$ cat config.mk
export PLATFORM = sky130hd
export DESIGN_NAME = system_align_update_control
export DESIGN_NICKNAME = d
export VERILOG_FILES = /design/src/seg_list_defaults.v /design/src/system_align_update_control.v
export VERILOG_INCLUDE_DIRS = /design/src
export SDC_FILE = /design/constraint.sdc
export NUM_CORES = 1
export LEC_CHECK = 0
export BUFFER_PORTS_ARGS = -buffer_cell sky130_fd_sc_hd__buf_2
export CAP_MARGIN = 20
export CORE_MARGIN = 5
export CORE_UTILIZATION = 40
export DETAILED_ROUTE_END_ITERATION = 8
export GPL_ROUTABILITY_DRIVEN = 0
export PLACE_DENSITY = 0.67
export SYNTH_ARGS = -nofsm -noshare
export SYNTH_HDL_FRONTEND = slang
export SYNTH_SLANG_ARGS = --single-unit
$ cat constraint.sdc
create_clock -name mclk -period 8.2 [get_ports mclk]
set_input_delay 0.41 -clock mclk [delete_from_list [all_inputs] [get_ports mclk]]
set_output_delay 0.41 -clock mclk [all_outputs]
set_load 0.005 [all_outputs]
$ cat src/sys_align_defines.vh
// Register map, field positions and reset values of the system alignment and update control block
`ifndef SYS_ALIGN_DEFINES_VH
`define SYS_ALIGN_DEFINES_VH

// ----------------------------------------
// Register addresses (12-bit register space)
// ----------------------------------------
`define ADDR_SYSTEM_CONTROL 12'h230
`define ADDR_COMMIT_STROBE 12'h232
`define ADDR_SEG_FIRST 12'hA00
`define ADDR_SEG_LAST 12'hA16
`define SEG_COUNT 23

// ----------------------------------------
// System control fields
// ----------------------------------------
`define BIT_ANTIRUNT_DIS 3
`define BIT_ALIGN_PD 2
`define BIT_DISTREF_PD 1
`define BIT_SOFT_ALIGN 0
`define SYSCTL_RESET 8'h00
`define SYSCTL_MASK 8'h0F
`define BIT_COMMIT 0

// ----------------------------------------
// Segment list opcodes and defaults
// ----------------------------------------
`define SEG_OP_COMMIT 8'h80
`define SEG_OP_END 8'hFF
`define SEG_ZERO 8'h00

`endif

$ cat src/seg_list_defaults.v
// Reset default table of the nonvolatile-memory segment list
`timescale 1ns/10ps
`default_nettype none
`include "sys_align_defines.vh"

module seg_list_defaults (
    input wire [4:0] index,    // Segment entry index
    output reg [7:0] value     // Default byte for that entry
);
    // Default list: one segment, byte count 0x00FF from start address 0x0000, then commit and end
    always @* begin
        case (index)
            5'h00: value = 8'h00;           // Byte count high
            5'h01: value = 8'hFF;           // Byte count low
            5'h02: value = 8'h00;           // Start address high
            5'h03: value = 8'h00;           // Start address low
            5'h04: value = `SEG_OP_COMMIT;
            5'h05: value = `SEG_OP_END;
            default: value = `SEG_ZERO;
        endcase
    end
endmodule
`default_nettype wire

$ cat src/system_align_update_control.v
// System control, commit strobe and segment list registers on the serial port clock
`timescale 1ns/10ps
`default_nettype none
`include "sys_align_defines.vh"

module system_align_update_control #(
    parameter SEGS = `SEG_COUNT     // Number of segment list entries
) (
    input wire mclk,                // Serial port clock
    input wire rst,                 // Asynchronous reset, active high
    input wire wrEn,                // Register write strobe
    input wire rdEn,                // Register read strobe
    input wire [11:0] addr,         // Register address
    input wire [7:0] wrData,        // Write data
    output reg [7:0] rdData,        // Read data, registered
    input wire alignPin,            // Alignment pin, asynchronous, active low
    input wire nvmCommitReq,        // Commit request from memory controller
    input wire [4:0] segIndex,      // Segment entry index from memory controller
    output reg [7:0] segData,       // Segment entry to memory controller
    output reg antiRuntDis,         // Active anti-runt disable
    output reg alignPd,             // Active alignment power-down
    output reg distRefPd,           // Active distribution reference power-down
    output reg outputsStatic,       // Selected channels held static
    output reg alignEvent,          // One-cycle alignment trigger
    output reg commitDone           // One-cycle pulse after a commit
);
    // ----------------------------------------
    // Declarations
    // ----------------------------------------
    reg [7:0] sysBuf_r;
    reg [7:0] sysAct_r;
    reg commit_r;
    reg pinMeta_r;
    reg pinSync_r;
    reg alignReq_r;
    reg alignReqPrev_r;
    reg [7:0] seg_r [0:SEGS-1];
    reg segInit_r;
    reg [7:0] rdData_nxt;
    wire sysHit;
    wire commitHit;
    wire segHit;
    wire [11:0] segOff;
    wire alignReqNxt;

    // ----------------------------------------
    // Register decode
    // ----------------------------------------
    assign sysHit = (addr == `ADDR_SYSTEM_CONTROL);
    assign commitHit = (addr == `ADDR_COMMIT_STROBE);
    assign segHit = (addr >= `ADDR_SEG_FIRST) && (addr <= `ADDR_SEG_LAST);
    assign segOff = addr - `ADDR_SEG_FIRST;

    // ----------------------------------------
    // Buffer register and commit strobe
    // ----------------------------------------
    always @(posedge mclk or posedge rst) begin
        if (rst) begin
            sysBuf_r <= `SYSCTL_RESET;
        end else if (wrEn && sysHit) begin
            sysBuf_r <= wrData & `SYSCTL_MASK;
        end
    end

    // Strobe lives one cycle, so software never has to clear it
    always @(posedge mclk or posedge rst) begin
        if (rst) begin
            commit_r <= 1'b0;
        end else begin
            commit_r <= (wrEn && commitHit && wrData[`BIT_COMMIT]) || nvmCommitReq;
        end
    end

    // Whole active set loads in one edge, so no mixed settings appear
    always @(posedge mclk or posedge rst) begin
        if (rst) begin
            sysAct_r <= `SYSCTL_RESET;
            commitDone <= 1'b0;
        end else begin
            commitDone <= commit_r;
            if (commit_r) begin
                sysAct_r <= sysBuf_r;
            end
        end
    end

    // ----------------------------------------
    // Active controls
    // ----------------------------------------
    always @(posedge mclk or posedge rst) begin
        if (rst) begin
            antiRuntDis <= 1'b0;
            alignPd <= 1'b0;
            distRefPd <= 1'b0;
        end else begin
            antiRuntDis <= sysAct_r[`BIT_ANTIRUNT_DIS];
            alignPd <= sysAct_r[`BIT_ALIGN_PD];
            distRefPd <= sysAct_r[`BIT_DISTREF_PD];
        end
    end

    // ----------------------------------------
    // Alignment: pin low or soft bit high holds outputs while the active alignment power-down bit is clear
    // ----------------------------------------
    // Preset to the idle pin level, so reset release gives no false edge
    always @(posedge mclk or posedge rst) begin
        if (rst) begin
            pinMeta_r <= 1'b1;
            pinSync_r <= 1'b1;
        end else begin
            pinMeta_r <= alignPin;
            pinSync_r <= pinMeta_r;
        end
    end

    // Soft bit is the pin with inverted polarity
    assign alignReqNxt = (sysAct_r[`BIT_SOFT_ALIGN] || !pinSync_r) && !sysAct_r[`BIT_ALIGN_PD];

    always @(posedge mclk or posedge rst) begin
        if (rst) begin
            alignReq_r <= 1'b0;
            alignReqPrev_r <= 1'b0;
            outputsStatic <= 1'b0;
            alignEvent <= 1'b0;
        end else begin
            alignReq_r <= alignReqNxt;
            alignReqPrev_r <= alignReq_r;
            outputsStatic <= alignReq_r;
            alignEvent <= alignReqPrev_r && !alignReq_r;
        end
    end

    // ----------------------------------------
    // Segment list storage
    // ----------------------------------------
    genvar g;
    generate
        for (g = 0; g < SEGS; g = g + 1) begin : segEntry
            wire [31:0] entryNum;
            wire [7:0] defVal;
            assign entryNum = g;
            seg_list_defaults defTab (
                .index(entryNum[4:0]),
                .value(defVal)
            );
            always @(posedge mclk or posedge rst) begin
                if (rst) begin
                    seg_r[g] <= `SEG_ZERO;
                end else if (wrEn && segHit && segOff == entryNum[11:0]) begin
                    seg_r[g] <= wrData;
                end else if (segInit_r) begin
                    seg_r[g] <= defVal;
                end
            end
        end
    endgenerate

    // Defaults load on the first edge after reset release
    always @(posedge mclk or posedge rst) begin
        if (rst) begin
            segInit_r <= 1'b1;
        end else begin
            segInit_r <= 1'b0;
        end
    end

    // ----------------------------------------
    // Segment list readout
    // ----------------------------------------
    // Past the last entry the controller reads an end marker
    always @(posedge mclk or posedge rst) begin
        if (rst) begin
            segData <= `SEG_ZERO;
        end else if (segIndex < SEGS) begin
            segData <= seg_r[segIndex];
        end else begin
            segData <= `SEG_OP_END;
        end
    end

    // ----------------------------------------
    // Read back: buffer view of system control
    // ----------------------------------------
    always @* begin
        rdData_nxt = rdData;
        if (rdEn) begin
            if (sysHit) begin
                rdData_nxt = sysBuf_r;
            end else if (commitHit) begin
                rdData_nxt = {7'h00, commit_r};
            end else if (segHit) begin
                rdData_nxt = seg_r[segOff[4:0]];
            end else begin
                rdData_nxt = `SEG_ZERO;
            end
        end
    end

    // Read data stands until the next read strobe
    always @(posedge mclk or posedge rst) begin
        if (rst) begin
            rdData <= `SEG_ZERO;
        end else begin
            rdData <= rdData_nxt;
        end
    end
endmodule
`default_nettype wire

==> impl_metrics.tcl <==
set metrics [dict create \
    fmax_mhz 328 \
    cts_tree "yes" \
    vias_per_cell 5.85 \
    async_flop_share_pct 100 \
    postSynthAreaPerCell_um2 10.3 \
    dp_hpwl_mm 23.3 \
    netlist_instances 1236 \
    cp-start-kind "input pin" \
    root_buffer "clkbuf_16" \
    max_slew_margin_pct 27.7 \
    wire_per_inst_um 21.9 \
    place_ws_ns 4.62 \
    overflow 0 \
    synth_most_common_cell "dfrtp_1" \
    cp-end-kind "flip-flop" \
    maxCapViolations 0 \
    ys_seq_elements 219 \
    setup_slack_ns 5.15 \
    yosys.area.top_type_share_pct 42.5 \
    design_area_um2 13800 \
    multi_input_area_um2 6590 \
    rsz0062_at_grt "false" \
    syn-cell-area_um2 12700 \
    yosys.cell_types.count 60 \
    path_class "in -> reg" \
    ys.warnings.count 0 \
    drt_iter0_drc 1080 \
    drc 0 \
    cts-buffers-inserted 24 \
    grt_pass1_wl_mm 56.7 \
    final_hold_viol_count 5 \
    p_leak_nw 5.65 \
    hold_class "in -> async" \
    antenna_found_initial 1 \
    die_y_um 188 \
    tightest_slew_ns 1.08 \
    timing.final.crit_period_ns 3.05 \
    dr.pass1.iters 5 \
    setup_viol 0 \
    ys.flop_type "dfrtp_1" \
    final_core_util_pct 43.9 \
    synthTopCellsByArea "dfrtp_1 43%, mux4_2 11%, nand2b_1 8.3%, o21ai_0 5.8%, nand2_1 5.6%" \
    p_per_area_nw_per_um2 173 \
    pin_count 53 \
    grt_pass1_vias 9552 \
    r2r_cells 3 \
    cts_resized 0 \
    layout.cells.non_filler 1643 \
    cts.sinks 219 \
    cts_buffer_depth 3 \
    setup_tns_ns 0 \
    grt_start_max_net_pins 102 \
    syn2layout_area_growth_pct 8.57 \
    synth-edff-count 0 \
    drv_slew 0 \
    total_power_mw 2.39 \
    fin_worst_skew_ns 0.0137 \
    finalWirelength_mm 36.0 \
    final-seq-area_um2 5490 \
    die_w_um 188 \
    io_buffers 52 \
    cts_max_level 1 \
    finalCritPeriodShare_pct 37.2 \
    start_util_pct 40.4 \
    post-place-cells 1598 \
    dieArea_um2 35500 \
    yosysSeqAreaShare_pct 43.1 \
    path_clk_slew_ns 0.06 \
    placed_area_um2 13000 \
    nets 1257 \
    num-fill-cells 2890 \
    violations "hold timing" \
    postRouteAntennaNets 0 \
    diodes 0 \
    core_area_um2 31500 \
    num_rows 65 \
    timing.hold.ws_ns -0.0160 \
    grt_use_total_pct 20.0 \
    layout-drive-gt1-share_pct 18.3 \
    worstPathArrival_ns 3.49 \
    clock_latency_ns 0.53 \
    ys_top_cells_by_count "216 x dfrtp_1, 191 x nand2_1, 168 x nand2b_1" \
    synth_top_cell_by_area "dfrtp_1" \
    critPathRequiredTime_ns 8.64 \
    cp_max_fo 45 \
    syn-num-nets 1269 \
    ir_worst_vdd_mv 0.121 \
    outcome "complete, but fails checks" \
    via_count 9609 \
]
-- routing by layer --
layer | routed length [um] | global-route usage (%)
met4 | 1260 | 6.64
met2 | 16300 | 31.3
met1 | 15800 | 28.6
met5 | 13 | 0
met3 | 2610 | 3.26
-- sequential cells by signal (all words and copies together) (netlist names) --
name and count:
sysBuf_r 4, pinSync_r 1, distRefPd 1, segData 8
alignEvent 1, alignPd 1, alignReqPrev_r 1, commitDone 1
pinMeta_r 1, commit_r 1, antiRuntDis 1, alignReq_r 1
segInit_r 1, rdData 8, sysAct_r 4, seg_r 184
-- worst paths after layout --
| path | from | endpoint | slack [ns] |
|---|---|---|---|
| worst min-delay path | rst | seg_r[24] | -0.02 |
| worst max-delay path | addr[0] | seg_r[150] | 5.15 |
| max in group asynchronous | rst | seg_r[122] | 6.80 |
| min in group mclk | nvmCommitReq | commit_r | 0.10 |
| worst min register to register | pinMeta_r | pinSync_r | 0.36 |
| worst max register to register | segInit_r | seg_r[156] | 5.87 |
-- repair_timing --
item,in CTS,in global routing
endpoints found under the hold margin,1,0
buffers inserted,0,0
hold buffers,1,0
-- cells in the final DEF, fill, tap and decap left out, types with 3 or more instances in the layout --
cell type / netlist / final
o22ai_1: 13 / 13
clkbuf_1: 37 / 7
a211oi_1: 8 / 8
a21oi_1: 27 / 27
dfrtp_1: 216 / 216
a2bb2oi_1: 10 / 10
nand4_1: 3 / 3
o21ai_0: 148 / 148
clkbuf_16: 0 / 25
a22o_1: 4 / 4
o21ai_1: 18 / 18
mux2_2: 19 / 19
a31oi_1: 5 / 5
nor3_1: 14 / 14
nand2_1: 191 / 191
o211ai_1: 3 / 3
mux4_2: 62 / 62
mux2i_1: 60 / 60
inv_1: 17 / 16
nor4_4: 15 / 15
buf_4: 14 / 12
nor4_1: 3 / 3
nor3_2: 7 / 7
o21ai_2: 9 / 9
buf_2: 35 / 50
nand3b_1: 7 / 7
nand2b_1: 168 / 168
nor2b_1: 18 / 18
a221oi_1: 3 / 3
nand3_1: 8 / 8
nor2_1: 34 / 34
clkinv_2: 0 / 5
o32ai_1: 6 / 6
-- layout make-up --
class,instances,area share (%)
repair buffers,64,2.62
clock buffers,34,4.92
multi-input cells,896,47.8
inverters,19,0.571
well taps,402,3.64
clock inverters,9,0.725
flip-flops and latches,219,39.8
-- power breakdown --
group	internal, mW	leakage, nW	switching, mW
logic	0.0674	2.34	0.143
clock network	0.639	0.379	0.440
registers	1.09	2.93	0.00869
total	1.79	5.65	0.592
-- kinds of logic after synthesis --
group / after synthesis / synth area share (%)
other: 1 / 0.0295
AOI/OAI and AO/OA: 269 / 12.4
buffers and inverters: 121 / 5.10
muxes: 141 / 17.4
adders and majority gates: 2 / 0.197
and+or+nand+nor: 483 / 21.7
DFF: 219 / 43.1
-- worst max-delay path, cell delays in order --
cell       delay [ns]
buf_4            0.50
buf_4            0.71
nor2_1           0.17
o2111ai_4        0.21
buf_4            0.48
or4_1            0.67
nand3b_1         0.20
o21ai_2          0.09
Power figures use the tool's default switching activity.
